File: src/common/sflash_pkg.sv
`default_nettype none
package sflash_pkg;

  // ****************************************************************
  // instruction opcodes
  // ****************************************************************
  localparam logic [7:0] OPC_WRITE_ENABLE  = 8'h06;
  localparam logic [7:0] OPC_WRITE_DISABLE = 8'h04;
  localparam logic [7:0] OPC_STATUS_READ   = 8'h05;
  localparam logic [7:0] OPC_STATUS_WRITE  = 8'h01;
  localparam logic [7:0] OPC_STATUS_WR_EN  = 8'h50;
  localparam logic [7:0] OPC_BYTE_PROGRAM  = 8'h02;
  localparam logic [7:0] OPC_AUTO_INC_PROG = 8'had;
  localparam logic [7:0] OPC_SECTOR_ERASE  = 8'h20;
  localparam logic [7:0] OPC_BLOCK32_ERASE = 8'h52;
  localparam logic [7:0] OPC_BLOCK64_ERASE = 8'hd8;
  localparam logic [7:0] OPC_CHIP_ERASE_A  = 8'h60;
  localparam logic [7:0] OPC_CHIP_ERASE_B  = 8'hc7;

  // ****************************************************************
  // status word layout and power-up value
  // ****************************************************************
  localparam int          ST_BUSY_POS  = 0;
  localparam int          ST_WEL_POS   = 1;
  localparam int          ST_BP_LSB    = 2;
  localparam int          ST_BP_MSB    = 5;
  localparam int          ST_AAI_POS   = 6;
  localparam int          ST_LOCK_POS  = 7;
  localparam logic [7:0]  STATUS_RESET = 8'h1c;
  localparam logic [3:0]  BP_RESET     = STATUS_RESET[ST_BP_MSB:ST_BP_LSB];

  // ****************************************************************
  // array geometry and array operation codes
  // ****************************************************************
  localparam int          ADDR_WIDTH   = 19;
  localparam logic [2:0]  OP_NONE      = 3'h0;
  localparam logic [2:0]  OP_BYTE_PROG = 3'h1;
  localparam logic [2:0]  OP_AAI_WORD  = 3'h2;
  localparam logic [2:0]  OP_SECTOR    = 3'h3;
  localparam logic [2:0]  OP_BLOCK32   = 3'h4;
  localparam logic [2:0]  OP_BLOCK64   = 3'h5;
  localparam logic [2:0]  OP_CHIP      = 3'h6;

  // ****************************************************************
  // internal operation durations in core_clk cycles
  // ****************************************************************
  localparam logic [23:0] PROG_CYCLES_DEF  = 24'h000040;
  localparam logic [23:0] ERASE_CYCLES_DEF = 24'h000400;
  localparam logic [23:0] CHIP_CYCLES_DEF  = 24'h001000;

endpackage
`default_nettype wire

File: src/hw/pin_sync.sv
`timescale 1ns/10ps
`default_nettype none

// two-flop synchroniser for a group of asynchronous pins
module pin_sync #(
  parameter int WIDTH = 4
) (
  // clock and reset
  input  wire logic             core_clk,
  input  wire logic             rst,
  // asynchronous pins in, synchronised levels out
  input  wire logic [WIDTH-1:0] async_in,
  output logic      [WIDTH-1:0] sync_out
);

  logic [WIDTH-1:0] meta;

  // first stage feeds only the second stage
  always_ff @(posedge core_clk) begin
    if (rst) begin
      meta     <= '1;
      sync_out <= '1;
    end else begin
      meta     <= async_in;
      sync_out <= meta;
    end
  end

endmodule
`default_nettype wire

File: src/hw/serial_flash_status_protect.sv
`timescale 1ns/10ps
`default_nettype none

module serial_flash_status_protect
  import sflash_pkg::*;
#(
  parameter int          ADDR_W       = ADDR_WIDTH,
  parameter logic [23:0] PROG_CYCLES  = PROG_CYCLES_DEF,
  parameter logic [23:0] ERASE_CYCLES = ERASE_CYCLES_DEF,
  parameter logic [23:0] CHIP_CYCLES  = CHIP_CYCLES_DEF
) (
  // clock and reset
  input  wire logic              core_clk,
  input  wire logic              rst,
  // serial pins, asynchronous to core_clk
  input  wire logic              cs_n,
  input  wire logic              sck,
  input  wire logic              si,
  input  wire logic              wp_n,
  output logic                   so,
  output logic                   so_en,
  // observed status word
  output logic [7:0]             status_word,
  // array operation request, one-cycle pulse
  output logic                   op_valid,
  output logic [2:0]             op_kind,
  output logic [ADDR_W-1:0]      op_addr,
  output logic [15:0]            op_data
);

  // ****************************************************************
  // state
  // ****************************************************************
  typedef enum logic [2:0] {F_IDLE, F_OPCODE, F_PAYLOAD, F_STATUS, F_DISCARD} frame_t;

  typedef struct packed {
    frame_t            frame;
    logic [2:0]        bit_cnt;
    logic [2:0]        rx_cnt;
    logic [7:0]        shift;
    logic [7:0]        opcode;
    logic [39:0]       payload;
    logic [2:0]        obit;
    logic [7:0]        out_sh;
    logic              so;
    logic              so_en;
    logic              sck_d;
    logic              busy;
    logic              write_enable_latch;
    logic              auto_increment_program_mode;
    logic              lock;
    logic [3:0]        bp;
    logic              ewsr;
    logic [23:0]       timer;
    logic              clr_wel_done;
    logic              aai_exit;
    logic [ADDR_W-1:0] aai_addr;
    logic              op_valid;
    logic [2:0]        op_kind;
    logic [ADDR_W-1:0] op_addr;
    logic [15:0]       op_data;
  } state_t;

  state_t s;
  state_t next_s;

  logic [3:0] pins;
  logic       cs_q;
  logic       sck_q;
  logic       si_q;
  logic       wp_q;

  pin_sync #(
    .WIDTH (4)
  ) u_sync (
    .core_clk (core_clk),
    .rst      (rst),
    .async_in ({cs_n, sck, si, wp_n}),
    .sync_out (pins)
  );

  assign {cs_q, sck_q, si_q, wp_q} = pins;

  // ****************************************************************
  // helpers
  // ****************************************************************
  // protected range for a level code; top level bit is ignored
  function automatic logic prot_hit(input logic [3:0] lvl, input logic [ADDR_W-1:0] a);
    case (lvl[2:0])
      3'h0:    prot_hit = 1'b0;
      3'h1:    prot_hit = &a[ADDR_W-1:ADDR_W-3];
      3'h2:    prot_hit = &a[ADDR_W-1:ADDR_W-2];
      3'h3:    prot_hit = a[ADDR_W-1];
      default: prot_hit = 1'b1;
    endcase
  endfunction

  // payload bytes expected after the opcode; 7 never completes
  function automatic logic [2:0] need_bytes(input logic [7:0] opc, input logic in_aai);
    case (opc)
      OPC_WRITE_ENABLE, OPC_WRITE_DISABLE, OPC_STATUS_WR_EN,
      OPC_CHIP_ERASE_A, OPC_CHIP_ERASE_B:                  need_bytes = 3'h0;
      OPC_STATUS_WRITE:                                    need_bytes = 3'h1;
      OPC_SECTOR_ERASE, OPC_BLOCK32_ERASE, OPC_BLOCK64_ERASE: need_bytes = 3'h3;
      OPC_BYTE_PROGRAM:                                    need_bytes = 3'h4;
      OPC_AUTO_INC_PROG:                                   need_bytes = in_aai ? 3'h2 : 3'h5;
      default:                                             need_bytes = 3'h7;
    endcase
  endfunction

  function automatic logic [7:0] pack_status(input state_t st);
    pack_status = {st.lock, st.auto_increment_program_mode, st.bp, st.write_enable_latch, st.busy};
  endfunction

  // ****************************************************************
  // next-state logic
  // ****************************************************************
  always_comb begin
    logic              sck_rise;
    logic              sck_fall;
    logic [7:0]        sh;
    logic [ADDR_W-1:0] addr;
    logic [ADDR_W-1:0] tgt;
    logic              start;
    logic [7:0]        st_now;
    sck_rise = 1'b0;
    sck_fall = 1'b0;
    sh       = '0;
    addr     = '0;
    tgt      = '0;
    start    = 1'b0;
    st_now   = pack_status(s);
    next_s   = s;
    next_s.op_valid = 1'b0;
    next_s.sck_d    = sck_q;
    sck_rise = sck_q && !s.sck_d;
    sck_fall = !sck_q && s.sck_d;

    // internal operation timer; completion clears latch as needed
    if (s.busy) begin
      if (s.timer == 24'h0) begin
        next_s.busy = 1'b0;
        if (s.clr_wel_done) next_s.write_enable_latch = 1'b0;
        if (s.aai_exit) begin
          next_s.auto_increment_program_mode = 1'b0;
          next_s.write_enable_latch = 1'b0;
        end
      end else begin
        next_s.timer = s.timer - 24'h1;
      end
    end

    if (cs_q) begin
      // chip select high: execute only a whole instruction
      next_s.frame = F_IDLE;
      next_s.so_en = 1'b0;
      if (s.frame == F_PAYLOAD && s.bit_cnt == 3'h0 &&
          s.rx_cnt == need_bytes(s.opcode, s.auto_increment_program_mode) &&
          (!s.auto_increment_program_mode || s.opcode == OPC_AUTO_INC_PROG || s.opcode == OPC_WRITE_DISABLE)) begin
        addr = s.payload[ADDR_W-1:0];
        unique case (s.opcode)
          OPC_WRITE_ENABLE:  next_s.write_enable_latch = 1'b1;
          OPC_WRITE_DISABLE: begin
            next_s.write_enable_latch = 1'b0;
            next_s.auto_increment_program_mode = 1'b0;
          end
          OPC_STATUS_WR_EN:  next_s.ewsr = 1'b1;
          OPC_STATUS_WRITE:  begin
            if (s.write_enable_latch || s.ewsr) begin
              if (wp_q || !s.lock) begin
                next_s.bp   = s.payload[ST_BP_MSB:ST_BP_LSB];
                next_s.lock = s.payload[ST_LOCK_POS];
              end
              next_s.write_enable_latch  = 1'b0;
              next_s.ewsr = 1'b0;
            end
          end
          OPC_BYTE_PROGRAM: begin
            tgt = s.payload[ADDR_W+7:8];
            if (s.write_enable_latch && !prot_hit(s.bp, tgt)) begin
              start = 1'b1;
              next_s.op_kind = OP_BYTE_PROG;
              next_s.op_data = {8'h00, s.payload[7:0]};
              next_s.timer   = PROG_CYCLES - 24'h1;
            end
          end
          OPC_AUTO_INC_PROG: begin
            tgt = s.auto_increment_program_mode ? s.aai_addr : {s.payload[ADDR_W+15:17], 1'b0};
            if (s.write_enable_latch && !prot_hit(s.bp, tgt)) begin
              start = 1'b1;
              next_s.auto_increment_program_mode      = 1'b1;
              next_s.op_kind  = OP_AAI_WORD;
              next_s.op_data  = s.payload[15:0];
              next_s.timer    = PROG_CYCLES - 24'h1;
              next_s.aai_addr = tgt + ADDR_W'(2);
              // stop at the top of the array or at the protected range
              next_s.aai_exit = (&tgt[ADDR_W-1:1]) || prot_hit(s.bp, tgt + ADDR_W'(2));
            end
          end
          OPC_SECTOR_ERASE, OPC_BLOCK32_ERASE, OPC_BLOCK64_ERASE: begin
            tgt = addr;
            if (s.write_enable_latch && !prot_hit(s.bp, tgt)) begin
              start = 1'b1;
              next_s.op_kind = (s.opcode == OPC_SECTOR_ERASE)  ? OP_SECTOR :
                               (s.opcode == OPC_BLOCK32_ERASE) ? OP_BLOCK32 : OP_BLOCK64;
              next_s.op_data = 16'h0000;
              next_s.timer   = ERASE_CYCLES - 24'h1;
            end
          end
          OPC_CHIP_ERASE_A, OPC_CHIP_ERASE_B: begin
            if (s.write_enable_latch && s.bp == 4'h0) begin
              start = 1'b1;
              next_s.op_kind = OP_CHIP;
              next_s.op_data = 16'h0000;
              next_s.timer   = CHIP_CYCLES - 24'h1;
            end
          end
          default: ;
        endcase
        if (start) begin
          next_s.busy         = 1'b1;
          next_s.op_valid     = 1'b1;
          next_s.op_addr      = tgt;
          next_s.clr_wel_done = (s.opcode != OPC_AUTO_INC_PROG);
          if (s.opcode != OPC_AUTO_INC_PROG) next_s.aai_exit = 1'b0;
        end
      end
    end else if (s.frame == F_IDLE) begin
      // chip select fall opens a new instruction
      next_s.frame   = F_OPCODE;
      next_s.bit_cnt = 3'h0;
      next_s.rx_cnt  = 3'h0;
      next_s.obit    = 3'h0;
    end else if (sck_rise && (s.frame == F_OPCODE || s.frame == F_PAYLOAD)) begin
      sh             = {s.shift[6:0], si_q};
      next_s.shift   = sh;
      next_s.bit_cnt = s.bit_cnt + 3'h1;
      if (s.bit_cnt == 3'h7) begin
        if (s.frame == F_OPCODE) begin
          next_s.opcode = sh;
          // while busy only status polling is honoured
          if (sh == OPC_STATUS_READ)  next_s.frame = F_STATUS;
          else if (s.busy)            next_s.frame = F_DISCARD;
          else                        next_s.frame = F_PAYLOAD;
        end else begin
          next_s.payload = {s.payload[31:0], sh};
          if (s.rx_cnt != 3'h6) next_s.rx_cnt = s.rx_cnt + 3'h1;
        end
      end
    end else if (sck_fall && s.frame == F_STATUS) begin
      // reload the live status at every byte boundary
      next_s.so_en = 1'b1;
      next_s.obit  = s.obit + 3'h1;
      if (s.obit == 3'h0) begin
        next_s.so     = st_now[7];
        next_s.out_sh = {st_now[6:0], 1'b0};
      end else begin
        next_s.so     = s.out_sh[7];
        next_s.out_sh = {s.out_sh[6:0], 1'b0};
      end
    end
  end

  // ****************************************************************
  // registers
  // ****************************************************************
  always_ff @(posedge core_clk) begin
    if (rst) begin
      s      <= '0;
      s.bp   <= BP_RESET;
      s.sck_d <= 1'b1;
    end else begin
      s <= next_s;
    end
  end

  // outputs straight from the state flops
  assign so          = s.so;
  assign so_en       = s.so_en;
  assign status_word = pack_status(s);
  assign op_valid    = s.op_valid;
  assign op_kind     = s.op_kind;
  assign op_addr     = s.op_addr;
  assign op_data     = s.op_data;

endmodule
`default_nettype wire

File: config.mk
export PLATFORM = sky130hd
export DESIGN_NAME = serial_flash_status_protect
export DESIGN_NICKNAME = d
export VERILOG_FILES = /design/src/common/sflash_pkg.sv /design/src/hw/pin_sync.sv /design/src/hw/serial_flash_status_protect.sv
export SDC_FILE = /design/constraint.sdc
export NUM_CORES = 1
export LEC_CHECK = 0
export ABC_AREA = 1
export BUFFER_PORTS_ARGS = -buffer_cell sky130_fd_sc_hd__buf_4
export CAP_MARGIN = 20
export CORE_MARGIN = 4
export CORE_UTILIZATION = 35
export CTS_BUF_LIST = sky130_fd_sc_hd__clkbuf_8
export DETAILED_ROUTE_END_ITERATION = 8
export GPL_ROUTABILITY_DRIVEN = 0
export SYNTH_ARGS = -nofsm -noshare
export SYNTH_HDL_FRONTEND = slang
export SYNTH_HIERARCHICAL = 1
export SYNTH_SLANG_ARGS = --single-unit
File: constraint.sdc
create_clock -name core_clk -period 4 [get_ports core_clk]
set_input_delay 0.6 -clock core_clk [delete_from_list [all_inputs] [get_ports core_clk]]
set_output_delay 0.6 -clock core_clk [all_outputs]
set_load 0.01 [all_outputs]
==> impl_summary.md, run 1 <==
Outcome
The flow ran to the end, and the final reports show no timing, DRC or antenna violations.

Clock network
The total clock sinks is 173. The number of hold buffers added after CTS is 0. Buffers inserted during clock tree synthesis total 17. The clock edge transition at the registers on the reported setup and hold paths is 0.10 ns. The clock tree synthesis step divided the H-tree into 4 levels. CTS placed an instance of clkbuf_8 at the clock tree root. The number of buffers on the longest clock path is 2. The clock latency on the worst-skew pair is 0.48 ns. The post-cts gate resize count is 0. The post-CTS setup buffer count is 0.

The TritonCTS clock tree is done.

Worst setup path
The critical path endpoint category is a flip-flop. The kind of critical path is flip-flop to flip-flop. The source of the critical timing path is s[152]. The worst endpoint required time is 4.36 ns.

The maximum fanout encountered on the critical timing path is 33. The type of origin of the critical path is a flip-flop. For the worst setup path, the data arrival time is 3.43 ns. The origin of the critical flop-to-flop path is s[152].

STA
The final number of setup-violating endpoints is 0. The clock period minus worst slack is 3.072 ns. The number of hold violations in the final report is 0. The worst pin sits at a relative slew slack of 37.20%. Setup repair after global routing left no endpoint under its margin. The worst path uses 76.79% of the clock period. At the pin with the least slew margin, the transition time is 0.9385 ns. The top achievable clock speed is 0.3256 GHz. After routing, the total negative slack on setup checks comes to 0 ns. The final clock skew is 0.01745 ns.

The count of pins over their slew limit was 0. Across all setup checks in the final design, the least slack found is 0.9285 ns.

Yosys
During synthesis, Yosys emitted a total of 6 warnings. The post-synthesis register bit count is 173. When the netlist entered floorplanning its net count stood at 1,380.

In this run, distinct cell masters in the synthesized netlist total 42. The sequential cell area fraction in the yosys report is 37.73%. After synthesis, the mean cell area works out to 6.724 sq um. Summing every instance area after synthesis gives 9179 sq um. The instance count of the mapped netlist is 1,365. The cell type contributing the most total cell area after synthesis is dfxtp_1. In the post-synthesis netlist, the biggest area contributors are dfxtp_1 (38%), nand2_1 (11%), nor2_1 (9.1%), inv_1 (7.1%), a21oi_1 (5.7%). The fraction of post-synthesis cell area in the top cell type by area is 37.73%.

Routing
The count of TritonRoute iterations in the first routing pass is 5. The remaining antenna violation count is 0. The DRC violation count after routing is 0.

Summed over all nets, wire length on met2 after detailed routing comes to 11,100 um. After detailed routing, the average wire length per cell comes to 14.07 um. The met3 layer wire length in the routed design is 1324 um. The wire length after detailed routing is 23,880 um. The highest metal layer carrying signal wires in the routed design is met4. The detailed-routing wirelength on met1 is 11,060 um.

The total vias in the final route is 8,231. The post-detailed-route via-to-cell ratio is 4.850. For this block, the initial DRC count from the detailed router was 677.

Power
The total power divided by cell area is 307.9 nW/um^2. VDD sags by at most 0.0001674 V. Summing internal, switching and leakage power gives 3.043 mW.

The static leakage is 4.287 nW.

Cells and area
Cells fill 38.14% of the core in the end. The final net count is 1,364. The number of antenna diodes in the final layout is 0. The fraction of layout instances using a drive strength above 1 is 11.01%. From synthesis to final layout, the design area changed by 7.661%. The finished layout holds 1,697 standard cells, fillers aside. The fill cell total of the finished layout is 2,749.

Die
The top-level I/O count is 55. In this run the core area contains 59 standard-cell rows. The overall die height is 169.9 um.

The die is 169.9 um wide. The total core area is 25,910 sq um. The effective utilization at floorplan is 35.42%. The die area is 28,880 sq um.

Place
The number of placed instances, taps included, is 1,664. The quantity of I/O buffers inserted on ports is 54. The half-perimeter wire length of the detailed placement result is 17,230 um.

Timing analysis after detailed placement gives a worst setup slack of 0.9993 ns.

Global routing
The number of antenna violations at the first check in global routing was 0. The global-route total usage across every layer is 16.84%. The residual overflow from global routing is 0. The largest net degree at the start of global routing is 120. The wire length of the first global-routing pass is 39,580 um. The number of global-route vias before repair is 7,637.

Min path
The class of the most critical hold timing path is primary input to flip-flop. The worst hold path begins at cs_n.

Job
Max-cap violations in this run came to 0.
-- cell families (layout without fill, tap and decap cells) --
group                    count (synthesis)  count (layout)  synth area share (%)
buffers and inverters                  283             280                 14.09
XOR/XNOR                                26              26                 2.481
adder cells (fa/ha/maj)                  9               9                 1.227
AND/OR/NAND/NOR                        624             624                 29.77
AO/OA/AOI/OAI                          250             250                 14.69
flip-flops                             173             173                 37.73
-- metrics by stage --
| stage | hold slack, ns | instance area [sq um] |
|---|---|---|
| after floorplan | 0.3795 | 9179 |
| after global placement | 0.3968 | 9467 |
| after detailed placement | 0.3957 | 9467 |
| after CTS | 0.2702 | 9854 |
| after global routing | 0.2914 | 9882 |
| final | 0.2975 | 9882 |
-- sequential cells by signal, indices dropped and copies added, names as in the netlist --
register         cells
so                   1
u_sync/meta          4
op_addr             19
u_sync/sync_out      4
op_data             16
op_valid             1
s                  116
status_word          8
op_kind              3
so_en                1
-- routing by layer --
metal / global-route usage, % / vias to the layer above
met5: 0 / -
met2: 27.43 / 188
met4: 4.722 / 0
met3: 3.600 / 28
li1: - / 4276
met1: 22.66 / 3739
-- path summary, 6_finish.rpt --
| path | end | slack, ns | depth (start not counted) |
|---|---|---|---|
| max | s[54] | 0.93 | 15 |
| min | u_sync/meta[3] | 0.30 | 3 |
| max reg2reg | s[54] | 0.93 | 15 |
| min reg2reg | u_sync/sync_out[2] | 0.41 | 2 |
-- worst max-delay path, stage by stage (launching register included) --
cell	delay [ns]
dfxtp_1	0.43
inv_2	0.07
nor2_4	0.12
nand2_1	0.08
nor2_2	0.51
nand2_1	0.22
nand2_1	0.10
inv_1	0.07
nand2_2	0.07
nand2_1	0.05
nand2_1	0.08
nand2_2	0.09
nor2_8	0.33
nand2_4	0.30
inv_1	0.29
a21oi_1	0.10
-- where the power goes --
part / internal, mW / switching, mW / total (mW)
logic: 0.0225 / 0.0521 / 0.0746
registers: 1.73 / 0.00386 / 1.73
clock network: 0.514 / 0.723 / 1.24
total: 2.26 / 0.779 / 3.04
-- layout make-up --
| cell class | instances | area (sq um) | area share [%] |
|---|---|---|---|
| multi-input cells | 909 | 4422 | 44.75 |
| flip-flops and latches | 173 | 3463 | 35.05 |
| inverters | 185 | 696.9 | 7.052 |
| repair buffers | 63 | 493.0 | 4.989 |
| well taps | 335 | 419.2 | 4.242 |
| clock buffers | 17 | 234.0 | 2.368 |
| clock inverters | 15 | 153.9 | 1.557 |
-- Yosys cell counts, drive strengths merged --
cell	n
a211oi	5
a21o	1
a21oi	104
a221oi	3
a31oi	10
and3	1
buf	70
clkbuf	28
clkinv	2
dfxtp	173
ha	9
inv	183
nand2	271
nand3	53
nand3b	1
nand4	37
nor2	238
nor3	15
nor4	3
o211ai	7
o21a	1
o21ai	101
o22ai	18
or2	5
xnor2	9
xor2	17
-- layout by cell type, fill, tap and decap left out, drive strengths merged, types with 10 or more instances in the layout --
master,n
buf,63
clkbuf,17
inv,189
dfxtp,173
xor2,17
a31oi,10
nand3,53
nand2,271
o21ai,101
o22ai,18
a21oi,104
nor3,15
nand4,37
nor2,238
Note: power is estimated with default switching activity, not from simulation.
==> run 2: changes to the inputs <==
--- a/config.mk
+++ b/config.mk
@@ -5,7 +5,7 @@
 export SDC_FILE = /design/constraint.sdc
 export NUM_CORES = 1
 export LEC_CHECK = 0
-export ABC_AREA = 1
+export ABC_AREA = 0
 export BUFFER_PORTS_ARGS = -buffer_cell sky130_fd_sc_hd__buf_4
 export CAP_MARGIN = 20
 export CORE_MARGIN = 4
==> constraint.sdc (replaced) <==
create_clock -name core_clk -period 2.7 [get_ports core_clk]
set_input_delay 0.405 -clock core_clk [delete_from_list [all_inputs] [get_ports core_clk]]
set_output_delay 0.405 -clock core_clk [all_outputs]
set_load 0.01 [all_outputs]
==> run 2 against run 1 <==
Compared with the run above: the flow now finishes with violations (setup timing); first-iteration DRC count is 1.0% higher; utilization is 5.2 points higher; largest power group unchanged; clock skew is 0.0023 ns lower.
==> impl_summary.md, run 2 <==
Worst setup path
For the worst setup path, the data required time is 3.10 ns. The worst register-to-register path ends at s[48]. Tracing the worst setup path back leads to its startpoint at s[148]. The critical path endpoint category is a flip-flop. The cell family contributing the most delay on the critical path is simple AND/OR/NAND/NOR gates. At the worst endpoint, the arrival time is 3.43 ns. The minimum setup slack among reg-to-reg paths is -0.33 ns.

The worst setup path is launched from a flip-flop. In this design, the stage delay of the slowest critical-path cell is 0.54 ns. Following the worst setup path forward leads to its endpoint at s[48]. The origin of the critical flop-to-flop path is s[148].

The cell repeated most along the worst path is buf_6. In this run the number of cells on the critical path is 10. The critical path goes through or4_4 > or4b_4 > a21boi_4 > buf_6 > o22ai_4 > xnor2_2 > nand4b_1 > buf_6 > or4b_1 > a31oi_1.

Along the worst path, the maximum fanout reaches 11. The buffer and inverter count on the worst path is 2. Among all stages on the critical path, the largest delay is contributed by or4_4.

The worst-case reg-to-reg path depth is 10. The worst setup path is of the flip-flop to flip-flop kind.

Clock network
The TritonCTS buffer count is 17. The H-tree depth reported by CTS is 4. TritonCTS built the clock tree. The clock passes through at most 2 buffers. The clock edge transition at the registers on the reported setup and hold paths is 0.10 ns. The tree built by TritonCTS fans out to 173 sinks. The number of hold buffers added after CTS is 0. Clock latency on the worst-skew pair, taken at its later pin, is 0.47 ns. The clock tree root buffer cell is clkbuf_8.

STA
The number of hold violations in the final report is 0. The total negative slack is -19.82 ns. The normalized max-slew margin is 61.45%. The final number of setup-violating endpoints is 93. Setup repair after global routing could not meet its margin everywhere. Once routing completed, OpenROAD measured the worst setup slack at -0.3271 ns. The post-route clock period utilization is 112.1%. The actual slew at the worst max-slew pin is 0.5782 ns. The final worst hold slack is 0.1065 ns. The clock arrives with 0.01511 ns of skew. Static timing analysis puts the maximum clock frequency at 0.3304 GHz. The count of pins over their slew limit was 0. The clock period minus worst slack is 3.027 ns.

Cells and area
The diode insertion count for antenna repair is 0. The multi-input combinational cells in the finished layout cover a total of 4792 sq um. The final net count is 1,135. Of the cells placed in the final design, the portion with a size suffix greater than 1 is 24.54%. From synthesis to final layout, the design area changed by 21.79%. The flip-flop count of the largest register after layout is 116. After routing the design area is 10,580 sq um. The register ranked first by flip-flop count is s. In the final layout, flip-flops and latches occupy 3465 sq um. In the layout the commonest cells are dfxtp_1 (172), buf_4 (160), nand2_1 (113). The fill cell total of the finished layout is 2,471.

Leaving out fill and tap cells, the most frequent cell in the layout is dfxtp_1.

Outcome
The flow ran to the end, but the final reports show violations. The checks that failed: setup timing.

Power
The static leakage is 3.688 nW. In this run switching power makes up 23.69% of total power. The combinational fraction of design power is 1.6%. In this run the power spent charging and discharging nets is 1.076 mW.

Registers are responsible for 56.3% of the overall power. The clock network fraction of design power is 42.1%. The cell-internal power is 3.468 mW.

The worst-case IR drop observed on VDD is 0.0002580 V. In this run the power density over the cells is 429.5 nW/um^2. The completed layout was analyzed and its total power is 4.544 mW.

Yosys
By count the netlist is led by dfxtp_1 (173), nand2_1 (114), a21oi_1 (112), nor2_1 (75), clkbuf_1 (61). The sequential cell area fraction in the yosys report is 39.87%. The post-synthesis register bit count is 173. For this run, the number of Yosys warnings is 6.

The dominant cell by count in the synthesized netlist is dfxtp_1. The number of nets produced by synthesis is 1,065. The fraction of post-synthesis cell area in the top cell type by area is 39.87%. Yosys attributes the largest share of cell area to dfxtp_1 (40%), a21oi_1 (6.5%), nand2_1 (4.9%), mux2i_1 (4.1%), buf_4 (4.0%). Of all cell types, the one taking the most synthesized area is dfxtp_1. The distinct cell type count of the synthesized netlist is 68. The synthesized area divided by synthesized cell count is 8.273 sq um. For this run, asynchronously set or reset flops after synthesis account for 0%. The instance count of the mapped netlist is 1,050.

The most frequently used flop master after synthesis is dfxtp_1. Summing every instance area after synthesis gives 8687 sq um. Counting flops with a built-in enable in the synthesized netlist gives 0.

Die
The overall die height is 165.5 um. The floorplan step set the die width to 165.5 um. In this run the count of I/O pins placed on the die edge is 55. The floorplan step defined a die boundary enclosing 27,410 sq um. The floorplan has 57 rows. For this configuration, the core starts out at a cell density of 35.62%.

The total core area is 24,390 sq um.

Global routing
The number of antenna violations at the first check in global routing is 0. The largest net degree at the start of global routing is 73. The wire length of the first global-routing pass is 39,850 um. The global-route total usage across every layer is 18.35%.

The number of global-route vias before repair is 7,436. The residual overflow from global routing is 0.

Place
The HPWL after detailed placement is 17,180 um. The quantity of I/O buffers inserted on ports is 54. The placement-stage cell area is 9967 sq um.

Min path
The class of the most critical hold timing path is primary input to flip-flop.

Routing
The remaining antenna violation count is 0. In this run, the number of DRC markers left after iteration 0 of detailed routing was 684. The final layout contains routed wiring with a total length of 24,650 um.

The post-detailed-route via-to-cell ratio is 5.408. The total vias in the final route is 7,880. The DRC violation count after routing is 0. After detailed routing, the average wire length per cell comes to 16.92 um. The count of TritonRoute iterations in the first routing pass is 6.

Job
The tool flagged a number of max-cap violations equal to 0.
==> run 2: cell count changes after synthesis, moves of 22 or more <==
cell / change
a211oi_1: +28
clkbuf_1: +33
inv_1: -157
mux2i_1: +36
nand2_1: -144
nand3_1: -22
nor2_1: -147
o21ai_0: -48
==> run 2: kinds of logic after synthesis <==
kind of cell,share of synthesized area [%]
adders and majority gates,1.296
and+or+nand+nor,21.86
DFF,39.87
xor gates and xnor gates,3.514
muxes,5.228
AOI/OAI and AO/OA,19.92
buffers and inverters,8.311
==> run 2: power by group through the flow <==
stage | combinational (mW) | sequential, mW | clock [mW]
after floorplan | 0.0471 | 2.62 | 0
after global placement | 0.0712 | 2.62 | 0
after detailed placement | 0.0712 | 2.62 | 0
after CTS | 0.0716 | 2.56 | 1.97
after global routing | 0.0784 | 2.56 | 2.09
final | 0.0721 | 2.56 | 1.91
==> run 2: stage by stage <==
stage,worst slack [ns],utilization (%),std cells
after floorplan,-0.3448,-,1050
after global placement,-0.2949,40.86,1416
after detailed placement,-0.3344,40.86,1416
after CTS,-0.2981,43.14,1456
after global routing,-0.4425,43.38,1457
final,-0.3271,43.38,1457
==> run 2: how the worst min path moves through the flow <==
stage | start | endpoint | slack (ns) | depth (start not counted)
floorplan | u_sync/meta[0] | u_sync/sync_out[0] | 0.38 | 1
global placement | u_sync/meta[1] | u_sync/sync_out[1] | 0.38 | 1
detailed placement | u_sync/meta[3] | u_sync/sync_out[3] | 0.39 | 1
CTS | sck | u_sync/meta[2] | 0.07 | 2
global route | sck | u_sync/meta[2] | 0.07 | 2
finish | sck | u_sync/meta[2] | 0.11 | 2
==> run 2: per-layer routing <==
metal / global-route usage, % / part of all wire [%] / up-vias
met4: 4.799 / 1.1 / 0
met3: 3.847 / 5.8 / 18
met5: 0 / 0 / -
li1: - / - / 3910
met2: 28.66 / 46 / 206
met1: 25.86 / 47 / 3746
==> run 2: area by class of cell <==
cell class                 count  area share, %
clock buffer                  19          2.472
clock inverter                13          1.455
inverter                      17         0.6031
multi-input combinational    738          45.29
sequential                   173          32.75
tap                          324          3.832
timing repair buffer         173          13.60
==> run 2: repair_timing <==
item,in CTS,in global routing
endpoints found under the hold margin,0,0
pin swaps,2,3
setup endpoints to repair,93,93
buffers inserted,7,1
resized for setup,14,7
gates cloned,1,0
